`src/inc/adc_filter_pkg.sv`:
```
// Constants shared by the decimation filter control block.
// Assumes a single 125 MHz aclk domain and an AXI4-Lite register bus.
package adc_filter_pkg;
    // ------------------------------------------------------------
    // Register map
    // ------------------------------------------------------------
    localparam logic [31:0] FILTER_CONTROL_ADDR = 32'hffff0514;
    localparam logic [31:0] MODE_CONTROL_ADDR = 32'hffff0540;
    localparam logic [31:0] FILTER_STATUS_ADDR = 32'hffff0544;
    localparam logic [15:0] FILTER_CONTROL_RESET = 16'h0007;
    localparam logic [2:0] MODE_CONTROL_RESET = 3'h2;
    localparam int CHOP_BIT = 15;
    localparam int RAVG_BIT = 14;
    localparam int AF_LSB = 8;
    localparam int NOTCH_BIT = 7;
    localparam int SF_LSB = 0;
    localparam int MODE_LOW_POWER_BIT = 0;
    localparam int MODE_PRIMARY_BIT = 1;
    localparam int MODE_AUX_BIT = 2;
    localparam int STATUS_SETTLE_LSB = 20;
    localparam int STATUS_SEQ_LSB = 24;
    localparam logic [1:0] RESP_OKAY = 2'h0;
    localparam logic [1:0] RESP_SLVERR = 2'h2;
    // ------------------------------------------------------------
    // Clocks and rates
    // ------------------------------------------------------------
    localparam longint ACLK_HZ = 125000000;
    localparam longint ACLK_PERIOD_NS = 8;
    localparam longint NORMAL_MOD_HZ = 512000;
    localparam longint LOW_POWER_MOD_HZ = 131072;
    localparam logic [31:0] NORMAL_PHASE_STEP =
        32'((NORMAL_MOD_HZ << 32) / ACLK_HZ);
    localparam logic [31:0] LOW_POWER_PHASE_STEP =
        32'((LOW_POWER_MOD_HZ << 32) / ACLK_HZ);
    localparam logic [31:0] DECIM_BLOCK = 32'h40;
    localparam logic [31:0] AVG_OFFSET = 32'h3;
    localparam logic [31:0] CHOP_EXTRA = 32'h3;
    localparam logic [6:0] SF_FORCE_60 = 7'h7e;
    localparam logic [6:0] SF_FORCE_50 = 7'h7f;
    localparam longint FORCED_HZ_A = 60;
    localparam longint FORCED_HZ_B = 50;
    localparam longint SLOWEST_NORMAL_HZ = 4;
    localparam longint SLOWEST_LOW_POWER_HZ = 1;
    localparam logic [31:0] NORMAL_60_PERIOD = 32'(NORMAL_MOD_HZ / FORCED_HZ_A);
    localparam logic [31:0] NORMAL_50_PERIOD = 32'(NORMAL_MOD_HZ / FORCED_HZ_B);
    localparam logic [31:0] LOW_60_PERIOD = 32'(LOW_POWER_MOD_HZ / FORCED_HZ_A);
    localparam logic [31:0] LOW_50_PERIOD = 32'(LOW_POWER_MOD_HZ / FORCED_HZ_B);
    localparam logic [31:0] NORMAL_MAX_PERIOD =
        32'(NORMAL_MOD_HZ / SLOWEST_NORMAL_HZ);
    localparam logic [31:0] LOW_MAX_PERIOD =
        32'(LOW_POWER_MOD_HZ / SLOWEST_LOW_POWER_HZ);
    // ------------------------------------------------------------
    // Settling and start-up delay
    // ------------------------------------------------------------
    localparam logic [2:0] SETTLE_PLAIN = 3'h3;
    localparam logic [2:0] SETTLE_RAVG = 3'h4;
    localparam logic [2:0] SETTLE_AVG = 3'h1;
    localparam logic [2:0] SETTLE_AVG_RAVG = 3'h2;
    localparam logic [2:0] SETTLE_CHOP = 3'h2;
    localparam longint CONVERTER_DELAY_NS = 60000;
    localparam int CONVERTER_DELAY_CYCLES =
        int'((CONVERTER_DELAY_NS + ACLK_PERIOD_NS - 1) / ACLK_PERIOD_NS);
endpackage : adc_filter_pkg
```
`src/design/adc_decimation_filter_control.sv`:
```
// Decimation filter control: register, rate timing and converter restart.
// Assumes an AXI4-Lite master on aclk and a filter datapath that takes
// the settings, the modulator tick and the converter reset pulse.
//
// The AXI4-Lite slave port was chosen for this implementation.
`timescale 1ns/1ps
module adc_decimation_filter_control
    import adc_filter_pkg::*;
#(
    parameter int DELAY_CYCLES = CONVERTER_DELAY_CYCLES
)
(
    input wire logic aclk,
    input wire logic aresetn,
    input wire logic [31:0] s_axi_awaddr,
    input wire logic s_axi_awvalid,
    output logic s_axi_awready,
    input wire logic [31:0] s_axi_wdata,
    input wire logic [3:0] s_axi_wstrb,
    input wire logic s_axi_wvalid,
    output logic s_axi_wready,
    output logic [1:0] s_axi_bresp,
    output logic s_axi_bvalid,
    input wire logic s_axi_bready,
    input wire logic [31:0] s_axi_araddr,
    input wire logic s_axi_arvalid,
    output logic s_axi_arready,
    output logic [31:0] s_axi_rdata,
    output logic [1:0] s_axi_rresp,
    output logic s_axi_rvalid,
    input wire logic s_axi_rready,
    output logic converter_reset,
    output logic modulator_tick,
    output logic result_strobe,
    output logic chop_active,
    output logic running_average_active,
    output logic [5:0] averaging_factor,
    output logic second_notch_enable,
    output logic [6:0] decimation_factor,
    output logic low_power_mode
);
    typedef enum logic [1:0] {
        SEQ_IDLE,
        SEQ_DELAY,
        SEQ_SETTLE,
        SEQ_RUN
    } seq_type;

    typedef struct packed {
        logic awready;
        logic wready;
        logic aw_held;
        logic [31:0] aw_addr;
        logic w_held;
        logic [15:0] w_data;
        logic [1:0] w_strb;
        logic bvalid;
        logic [1:0] bresp;
        logic arready;
        logic rvalid;
        logic [31:0] rdata;
        logic [1:0] rresp;
        logic [15:0] filter_ctrl;
        logic [2:0] mode_ctrl;
        logic restart;
        logic converter_reset;
        seq_type seq;
        logic [15:0] delay_cnt;
        logic [17:0] tick_cnt;
        logic [2:0] settle_cnt;
        logic result_strobe;
        logic ravg_active;
    } ctrl_state_type;

    localparam ctrl_state_type RESET_STATE = '{
        awready: 1'b1,
        wready: 1'b1,
        aw_held: 1'b0,
        aw_addr: 32'h0,
        w_held: 1'b0,
        w_data: 16'h0,
        w_strb: 2'h0,
        bvalid: 1'b0,
        bresp: RESP_OKAY,
        arready: 1'b1,
        rvalid: 1'b0,
        rdata: 32'h0,
        rresp: RESP_OKAY,
        filter_ctrl: FILTER_CONTROL_RESET,
        mode_ctrl: MODE_CONTROL_RESET,
        restart: 1'b1,
        converter_reset: 1'b0,
        seq: SEQ_IDLE,
        delay_cnt: 16'h0,
        tick_cnt: 18'h0,
        settle_cnt: 3'h0,
        result_strobe: 1'b0,
        ravg_active: 1'b0
    };

    ctrl_state_type state;
    ctrl_state_type next_state;
    logic [17:0] period;
    logic [2:0] settle_periods;
    logic tick;
    logic [1:0] enabled_count;
    logic [31:0] read_word;

    // ------------------------------------------------------------
    // Modulator tick and rate calculation
    // ------------------------------------------------------------
    modulator_ticker ticker (
        .aclk(aclk),
        .aresetn(aresetn),
        .low_power(state.mode_ctrl[MODE_LOW_POWER_BIT]),
        .tick(tick)
    );

    rate_period_calc calc (
        .aclk(aclk),
        .aresetn(aresetn),
        .sf(state.filter_ctrl[SF_LSB +: 7]),
        .af(state.filter_ctrl[AF_LSB +: 6]),
        .chop(state.filter_ctrl[CHOP_BIT]),
        .ravg(state.ravg_active),
        .low_power(state.mode_ctrl[MODE_LOW_POWER_BIT]),
        .period(period),
        .settle_periods(settle_periods)
    );

    // ------------------------------------------------------------
    // Read data selection
    // ------------------------------------------------------------
    always_comb begin
        read_word = 32'h0;
        if (s_axi_araddr == FILTER_CONTROL_ADDR) begin
            read_word[15:0] = state.filter_ctrl;
        end else if (s_axi_araddr == MODE_CONTROL_ADDR) begin
            read_word[2:0] = state.mode_ctrl;
        end else if (s_axi_araddr == FILTER_STATUS_ADDR) begin
            read_word[17:0] = period;
            read_word[STATUS_SETTLE_LSB +: 3] = settle_periods;
            read_word[STATUS_SEQ_LSB +: 2] = state.seq;
        end
    end

    // Enabled converter count for the start delay
    assign enabled_count =
        2'(state.mode_ctrl[MODE_PRIMARY_BIT]) +
        2'(state.mode_ctrl[MODE_AUX_BIT]);

    // ------------------------------------------------------------
    // Next state
    // ------------------------------------------------------------
    always_comb begin
        next_state = state;
        next_state.converter_reset = 1'b0;
        next_state.result_strobe = 1'b0;

        // Write address and data are taken independently
        if (s_axi_awvalid && state.awready) begin
            next_state.aw_held = 1'b1;
            next_state.aw_addr = s_axi_awaddr;
        end
        if (s_axi_wvalid && state.wready) begin
            next_state.w_held = 1'b1;
            next_state.w_data = s_axi_wdata[15:0];
            next_state.w_strb = s_axi_wstrb[1:0];
        end
        if (state.bvalid && s_axi_bready) begin
            next_state.bvalid = 1'b0;
        end

        // Commit once both halves are held and no answer is pending
        if (state.aw_held && state.w_held && !state.bvalid) begin
            next_state.aw_held = 1'b0;
            next_state.w_held = 1'b0;
            next_state.bvalid = 1'b1;
            next_state.bresp = RESP_OKAY;
            if (state.aw_addr == FILTER_CONTROL_ADDR) begin
                if (state.w_strb[0]) begin
                    next_state.filter_ctrl[7:0] = state.w_data[7:0];
                end
                if (state.w_strb[1]) begin
                    next_state.filter_ctrl[15:8] = state.w_data[15:8];
                end
                next_state.restart = 1'b1;
            end else if (state.aw_addr == MODE_CONTROL_ADDR) begin
                if (state.w_strb[0]) begin
                    next_state.mode_ctrl = state.w_data[2:0];
                end
                next_state.restart = 1'b1;
            end else if (state.aw_addr != FILTER_STATUS_ADDR) begin
                next_state.bresp = RESP_SLVERR;
            end
        end
        next_state.awready = !next_state.aw_held;
        next_state.wready = !next_state.w_held;

        // Read channel, one read in flight
        if (state.rvalid && s_axi_rready) begin
            next_state.rvalid = 1'b0;
        end
        if (s_axi_arvalid && state.arready) begin
            next_state.rvalid = 1'b1;
            next_state.rdata = read_word;
            if (s_axi_araddr == FILTER_CONTROL_ADDR ||
                s_axi_araddr == MODE_CONTROL_ADDR ||
                s_axi_araddr == FILTER_STATUS_ADDR) begin
                next_state.rresp = RESP_OKAY;
            end else begin
                next_state.rresp = RESP_SLVERR;
            end
        end
        next_state.arready = !next_state.rvalid;

        // Chopping always brings in the pair average
        next_state.ravg_active =
            next_state.filter_ctrl[CHOP_BIT] |
            next_state.filter_ctrl[RAVG_BIT];

        // Conversion sequence
        case (state.seq)
            SEQ_IDLE: begin
                next_state.tick_cnt = 18'h0;
            end
            SEQ_DELAY: begin
                if (state.delay_cnt == 16'h0) begin
                    next_state.seq = SEQ_SETTLE;
                    next_state.tick_cnt = 18'h0;
                    next_state.settle_cnt = 3'h0;
                end else begin
                    next_state.delay_cnt = state.delay_cnt - 16'h1;
                end
            end
            SEQ_SETTLE, SEQ_RUN: begin
                if (tick) begin
                    if (state.tick_cnt + 18'h1 >= period) begin
                        next_state.tick_cnt = 18'h0;
                        if (state.seq == SEQ_RUN) begin
                            next_state.result_strobe = 1'b1;
                        end else if (state.settle_cnt + 3'h1
                                     >= settle_periods) begin
                            next_state.result_strobe = 1'b1;
                            next_state.seq = SEQ_RUN;
                        end else begin
                            next_state.settle_cnt =
                                state.settle_cnt + 3'h1;
                        end
                    end else begin
                        next_state.tick_cnt = state.tick_cnt + 18'h1;
                    end
                end
            end
            default: begin
                next_state.seq = SEQ_IDLE;
            end
        endcase

        // Restart both converters under the new settings
        if (state.restart) begin
            next_state.restart = 1'b0;
            next_state.converter_reset = 1'b1;
            next_state.tick_cnt = 18'h0;
            next_state.settle_cnt = 3'h0;
            next_state.delay_cnt =
                16'(DELAY_CYCLES * int'(enabled_count));
            if (enabled_count == 2'h0) begin
                next_state.seq = SEQ_IDLE;
            end else begin
                next_state.seq = SEQ_DELAY;
            end
        end
    end

    // ------------------------------------------------------------
    // State register
    // ------------------------------------------------------------
    always_ff @(posedge aclk) begin
        if (!aresetn) begin
            state <= RESET_STATE;
        end else begin
            state <= next_state;
        end
    end

    // ------------------------------------------------------------
    // Outputs, all from flip-flops
    // ------------------------------------------------------------
    assign s_axi_awready = state.awready;
    assign s_axi_wready = state.wready;
    assign s_axi_bvalid = state.bvalid;
    assign s_axi_bresp = state.bresp;
    assign s_axi_arready = state.arready;
    assign s_axi_rvalid = state.rvalid;
    assign s_axi_rdata = state.rdata;
    assign s_axi_rresp = state.rresp;
    assign converter_reset = state.converter_reset;
    assign modulator_tick = tick;
    assign result_strobe = state.result_strobe;
    assign chop_active = state.filter_ctrl[CHOP_BIT];
    assign running_average_active = state.ravg_active;
    assign averaging_factor = state.filter_ctrl[AF_LSB +: 6];
    assign second_notch_enable = state.filter_ctrl[NOTCH_BIT];
    assign decimation_factor = state.filter_ctrl[SF_LSB +: 7];
    assign low_power_mode = state.mode_ctrl[MODE_LOW_POWER_BIT];
endmodule : adc_decimation_filter_control

```
`src/design/modulator_ticker.sv`:
```
// Modulator clock tick generator, a phase accumulator on aclk.
// Assumes aclk at 125 MHz; low_power selects the slow oscillator rate.
`timescale 1ns/1ps
module modulator_ticker
    import adc_filter_pkg::*;
(
    input wire logic aclk,
    input wire logic aresetn,
    input wire logic low_power,
    output logic tick
);
    typedef struct packed {
        logic [31:0] phase;
        logic tick;
    } ticker_state_type;

    ticker_state_type state;
    ticker_state_type next_state;
    logic [32:0] sum;

    // ------------------------------------------------------------
    // Phase step, carry out gives one tick per modulator cycle
    // ------------------------------------------------------------
    always_comb begin
        next_state = state;
        sum = {1'b0, state.phase} +
            {1'b0, low_power ? LOW_POWER_PHASE_STEP
                             : NORMAL_PHASE_STEP};
        next_state.phase = sum[31:0];
        next_state.tick = sum[32];
    end

    // State register
    always_ff @(posedge aclk) begin
        if (!aresetn) begin
            state <= '0;
        end else begin
            state <= next_state;
        end
    end

    assign tick = state.tick;
endmodule : modulator_ticker

```
`src/design/rate_period_calc.sv`:
```
// Output period and settling count from the filter settings.
// Assumes settings are stable register outputs; result is one cycle late.
`timescale 1ns/1ps
module rate_period_calc
    import adc_filter_pkg::*;
(
    input wire logic aclk,
    input wire logic aresetn,
    input wire logic [6:0] sf,
    input wire logic [5:0] af,
    input wire logic chop,
    input wire logic ravg,
    input wire logic low_power,
    output logic [17:0] period,
    output logic [2:0] settle_periods
);
    typedef struct packed {
        logic [17:0] period;
        logic [2:0] settle;
    } calc_state_type;

    calc_state_type state;
    calc_state_type next_state;
    logic [31:0] base;
    logic [31:0] scaled;
    logic [31:0] raw;
    logic [31:0] limit;

    // ------------------------------------------------------------
    // Period in modulator ticks
    // ------------------------------------------------------------
    always_comb begin
        next_state = state;
        base = (32'(sf) + 32'h1) * DECIM_BLOCK;
        scaled = base * (32'(af) + AVG_OFFSET);
        if (chop) begin
            raw = scaled + CHOP_EXTRA;
        end else if (af != 6'h0) begin
            raw = scaled;
        end else begin
            raw = base;
        end
        // Fixed mains-rejection rates above the formula range
        if (sf == SF_FORCE_60) begin
            raw = low_power ? LOW_60_PERIOD : NORMAL_60_PERIOD;
        end else if (sf == SF_FORCE_50) begin
            raw = low_power ? LOW_50_PERIOD : NORMAL_50_PERIOD;
        end
        limit = low_power ? LOW_MAX_PERIOD : NORMAL_MAX_PERIOD;
        if (raw > limit) begin
            raw = limit;
        end
        next_state.period = raw[17:0];
        // Settling in output periods
        if (chop) begin
            next_state.settle = SETTLE_CHOP;
        end else if (af != 6'h0) begin
            next_state.settle = ravg ? SETTLE_AVG_RAVG : SETTLE_AVG;
        end else begin
            next_state.settle = ravg ? SETTLE_RAVG : SETTLE_PLAIN;
        end
    end

    // State register
    always_ff @(posedge aclk) begin
        if (!aresetn) begin
            state <= '0;
        end else begin
            state <= next_state;
        end
    end

    assign period = state.period;
    assign settle_periods = state.settle;
endmodule : rate_period_calc

```
`config.mk`:
```
export PLATFORM = sky130hd
export DESIGN_NAME = adc_decimation_filter_control
export DESIGN_NICKNAME = d
export VERILOG_FILES = /design/src/inc/adc_filter_pkg.sv /design/src/design/adc_decimation_filter_control.sv /design/src/design/modulator_ticker.sv /design/src/design/rate_period_calc.sv
export SDC_FILE = /design/constraint.sdc
export NUM_CORES = 1
export LEC_CHECK = 0
export ABC_AREA = 1
export CAP_MARGIN = 10
export CORE_ASPECT_RATIO = 0.9
export CORE_MARGIN = 4
export CORE_UTILIZATION = 56
export DETAILED_ROUTE_END_ITERATION = 10
export DONT_BUFFER_PORTS = 1
export PLACE_DENSITY = 0.76
export SLEW_MARGIN = 40
export SYNTH_ARGS = -nofsm -noshare
export SYNTH_HDL_FRONTEND = slang
export SYNTH_SLANG_ARGS = --single-unit
```
`constraint.sdc`:
```
create_clock -name aclk -period 11.8 [get_ports aclk]
set_input_delay 0 -clock aclk [delete_from_list [all_inputs] [get_ports aclk]]
set_output_delay 0 -clock aclk [all_outputs]
set_load 0.05 [all_outputs]
```
After elaboration in Yosys (flattened, before gate mapping)
Index checks and enable logic that the tools add are counted.
Word-level totals
  word-level logic and storage cells: 170
  register bits after elaboration: 200
  bits of input ports: 107
  output and inout bits: 61
Operators by class
  $mul: 2
  equal/unequal tests: 22
  magnitude comparators: 3
  add/sub/neg operators: 8
  reductions and logical operators: 36
  bitwise operators: 4
  muxes and demuxes: 64
Operator list (number)
  32-bit == test, second input constant: 5
  32-bit 2-to-1 mux: 4
  18-bit 2-to-1 mux: 4
  16-bit 2-to-1 mux: 4
  18-bit one-hot mux with 3 select lines: 1
  41-bit 2-to-1 mux: 1
  35-bit 2-to-1 mux: 1
  32-bit by 32-bit adder with 33-bit output: 1
  3-bit 2-to-1 mux: 11
  33-bit 2-to-1 mux: 1
  32-bit by 2-bit adder with 32-bit output, second input constant: 1
  32-bit by 18-bit greater-than comparator with 1-bit output: 1
  26-bit by 32-bit multiplier with 26-bit output: 1
  32-bit != test, second input constant: 1
  2-bit 2-to-1 mux: 15
  14-bit 2-to-1 mux: 2
  25-bit 2-to-1 mux: 1
  22-bit 2-to-1 mux: 1
  21-bit 2-to-1 mux: 1
  20-bit 2-to-1 mux: 1
  19-bit 2-to-1 mux: 1
  18-bit by 1-bit adder with 18-bit output, second input constant: 1
  18-bit greater-or-equal comparator: 1
  16-bit zero test: 1
  other kinds (34): 77

Depth between registers and ports, before layout
  depth after elaboration: 8
  gate-level depth with buffers: 39
  depth with buffers taken out: 39

By module
From an unflattened synthesis, not the netlist that was laid out.
Unflattened totals
  cells, all modules: 2012
  area total of the unflattened synthesis: 13528.0 µm²
Modules (own cells, without submodules)
  adc_decimation_filter_control: seq. area each 2882.8 µm², area each 7644.8 µm², times used 1, cells an instance 1095
  rate_period_calc: seq. area each 400.4 µm², area each 3205.6 µm², times used 1, cells an instance 452
  modulator_ticker: seq. area each 660.6 µm², area each 2677.6 µm², times used 1, cells an instance 465

Worst setup path after synthesis
Ideal clock, no wire load.
  path type: reg-to-reg
  start point: register state, in the netlist averaging_factor[0]
  end point: register calc.state, in the netlist calc.period[10]
  arrival time: 6.029 ns
  period minus slack after synthesis: 6.146 ns
  slack: 5.654 ns
  cell stages (with the launch flop): 38
  path through: dfxtp_1 > inv_1 > ha_1 > nor2_1 > nand2_1 > nor2_1 > inv_1 > nor2_1 > inv_1 > nor2_1 > fa_1 > fa_1 > fa_1 > inv_1 > fa_1 > inv_1 > ha_1 > nand2_1 > [... 2 more ...] > nand2_1 > a21oi_1 > inv_1 > a21oi_1 > xor2_1 > nor2_1 > ha_1 > nand2_1 > nor2_1 > nand2_1 > nor2_2 > nand3_1 > nor2_1 > nand3_1 > nand2_1 > nand4_4 > nand3_2 > nand2_1
On the way
  cells in the longest elaborated chain, start to end: 8
  elaborated cells on any way between the ends: 10
  those cells by class: add/sub: 2; mul: 1; order compare: 1; mux: 5; reduce/logical: 1
RTL lines
  start, declared: RTL line adc_decimation_filter_control.sv:101  | ctrl_state_type state;
  start signal, assigned: RTL line adc_decimation_filter_control.sv:283  | state <= next_state;
  6-bit by 2-bit adder with 7-bit output: RTL line rate_period_calc.sv:35  | scaled = base * (32'(af) + AVG_OFFSET);
  26-bit by 32-bit multiplier with 26-bit output: RTL line rate_period_calc.sv:35
  32-bit by 2-bit adder with 32-bit output / 32-bit 2-to-1 mux (equally long branches): RTL line rate_period_calc.sv:37, rate_period_calc.sv:38
  32-bit 2-to-1 mux *: RTL line rate_period_calc.sv:36  | if (chop) begin
  32-bit 2-to-1 mux *: RTL line rate_period_calc.sv:46  | end else if (sf == SF_FORCE_50) begin
  32-bit 2-to-1 mux *: RTL line rate_period_calc.sv:44  | if (sf == SF_FORCE_60) begin
  32-bit by 18-bit greater-than comparator with 1-bit output: RTL line rate_period_calc.sv:50  | if (raw > limit) begin
  18-bit 2-to-1 mux *: RTL line rate_period_calc.sv:50
  end signal, assigned: RTL line rate_period_calc.sv:69  | state <= next_state;
  end, declared: RTL line rate_period_calc.sv:22  | calc_state_type state;
Every way passes the cells marked *; elsewhere a longest branch is shown, timed or not.
A chain may end at the register's enable or synchronous reset.

Worst setup path in the final report
  start point: register state, in the netlist averaging_factor[0]
  end point: register calc.state, in the netlist calc.period[14]
Same word-level chain as after synthesis.

==> out/qor.csv <==
metric,value,unit
synth.most_common_cell,nand2_1,
rsz0062_at_grt,false,
async_flop_share,0,%
path_max_fanout,10,
wirelength,32.2,mm
ys_seq_area_share,31.4,%
drtIter0Drc,716,
pin_count,168,
drive_gt1_share,4.19,%
die_area,0.0249,mm2
port_buffers,0,
synth_top_area_share,31.4,%
avgSynthCellArea,7.04,um2
routedWlPerCell,15.5,um
status,"finished, final reports clean",
synth_seq_cells,197,
slew_headroom,40.3,%
antenna_left,0,
required,12.12,ns
maxCapViolations,0,
fin_crit_sh,64.7,%
tightestPinTransition,0.894,ns
die_y,150,um
reg2reg_depth,37,
worstSetupEndpointType,register,
viasPerCell,5.48,
rows,51,
synth.yosys.warnings,0,
antennaDiodeCount,0,
crit_path_start_kind,register,
vias,11415,
synth_edf_count,0,
pre_cts_slack,4.21,ns
seq_area,0.00394,mm2
holdCritPathClass,input port to register,
finClkSkew,0.0154,ns
cts_setup_buffers,0,
hold_viol_final,0,
clk_latency,0.44,ns
fin_worst_hold_slack,0.0366,ns
fin_area,0.0136,mm2
worst_ep_arrival_time,7.96,ns
grt_usage,25.7,%
synth.distinct_cells,54,
syn_area,0.0126,mm2
grt_max_degree,120,
fin_ws,4.17,ns
place_congestion,0.933,
synthTopCellsByCount,"nand2_1 (309), nor2_1 (263), inv_1 (252)",
ir_drop,0.0802,mV
placed_cell_area,0.0125,mm2
period_needed,7.63,ns
p_leak,6.34,nW
slew_violations,0,
synth_area_leaders,"dfxtp_1 (31%), nand2_1 (9.2%), ha_1 (8.7%), nor2_1 (7.9%), inv_1 (7.5%)",
fillers,1984,
fmax,0.131,GHz
drc,0,
cts_buffer_depth,2,
synth_ff_type,dfxtp_1,
grt_pass1_wl,53.0,mm
hold_depth,5,
criticalPathCategory,register to register,
die_w,166,um
numCtsBuffers,17,
dpl.hpwl,24.1,mm
grt_overflow,0,
cp_common_cell,nand2_1,
htree_levels,4,
nets,2002,
antenna_found_initial,0,
initial_core_util,57.6,%
area_growth,8.49,%
critical_path.slowest_cell,dfxtp_1,
yosys.area.top_type,dfxtp_1,
clock_sinks,197,
clkTransAtPathRegs,0.08,ns
grt_pass1_vias,10827,
cpPeakStageDelay,0.83,ns
clock-root-buffer,clkbuf_16,
finalSetupViolations,0,
p_per_area,118,mW/mm2
drt_first_pass_iters,5,
multi_input_area,0.00716,mm2
netlist_instances,1785,
fin_setup_tns,0,ns
cts_tree,yes,
core,0.0218,mm2
## worst max-delay path: cells and delay by family, from the launching register on
| family | cells | cell delay [ns] |
|---|---|---|
| AO/OA/AOI/OAI | 2 | 0.33 |
| adder cells (fa/ha/maj) | 7 | 3.03 |
| XOR/XNOR | 1 | 0.16 |
| buffers and inverters | 7 | 0.76 |
| flip-flops | 1 | 0.83 |
| AND/OR/NAND/NOR | 20 | 2.43 |
## cell families (layout without fill, tap and decap cells)
family,after synthesis,count (layout),share of synthesized area [%]
adder cells (fa/ha/maj),116,116,13.3
other,1,11,0.0298
buffers and inverters,351,348,12.0
AND/OR/NAND/NOR,775,775,26.9
AO/OA/AOI/OAI,313,313,14.2
flip-flops,197,197,31.4
XOR/XNOR,32,32,2.23
## cell usage in the layout (no fill, tap or decap), types with 9 or more instances in the layout
master / instances
o211ai_1: 32
dfxtp_1: 197
o21ai_0: 108
clkbuf_16: 17
nand3_1: 82
nor2_1: 263
nand2_1: 308
a21oi_1: 122
nor3_1: 23
inv_1: 252
fa_1: 29
conb_1: 11
nand4_1: 45
xor2_1: 24
dlygate4sd3_1: 54
ha_1: 87
nor4_1: 11
a211oi_1: 9
## through the flow
stage	cells	total power, mW	utilization, %
final	2083	1.61	62.5
after global routing	2083	1.69	62.5
after CTS	2083	1.61	62.4
after detailed placement	1996	1.01	57.1
after global placement	1996	1.00	57.1
after floorplan	1795	0.961	-
## cell type report
| cell class | instances | share of cell area (%) |
|---|---|---|
| inverter | 257 | 7.08 |
| sequential | 197 | 28.9 |
| clock buffer | 17 | 3.12 |
| multi-input combinational | 1247 | 52.5 |
| clock inverter | 15 | 1.29 |
| tap | 291 | 2.67 |
| timing repair buffer | 59 | 4.39 |
## power breakdown
| group | total, mW | switching [mW] | internal (mW) |
|---|---|---|---|
| sequential | 0.759 | 0.0491 | 0.709 |
| combinational | 0.261 | 0.174 | 0.0875 |
| clock | 0.589 | 0.301 | 0.288 |
## routing by layer
metal | global-route usage (%) | vias up | part of all wire (%)
li1 | - | 5757 | -
met1 | 34.0 | 5200 | 45
met2 | 43.3 | 391 | 46
met3 | 4.59 | 67 | 6.5
met4 | 8.16 | 0 | 2.4
met5 | 0 | - | 0
## flip-flops by register name, indices dropped and copies added (netlist names), 3 cells and up
signal / count
s_axi_rdata: 23
ticker.state: 32
calc.period: 17
calc.settle_periods: 3
decimation_factor: 7
averaging_factor: 6
state: 95
## timing repair
action                                 in CTS  in global routing
endpoints found under the hold margin     126                  0
gates resized for setup                     0                  0
hold buffers                               55                  0
## path summary, 6_finish.rpt
kind / from / to / slack, ns
max: averaging_factor[0] / calc.period[14] / 4.17
min: s_axi_araddr[24] / s_axi_rresp[1] / 0.04
max reg2reg: averaging_factor[0] / calc.period[14] / 4.17
min reg2reg: state[130] / state[130] / 0.46
No activity file was read; power rests on OpenSTA's default activity.
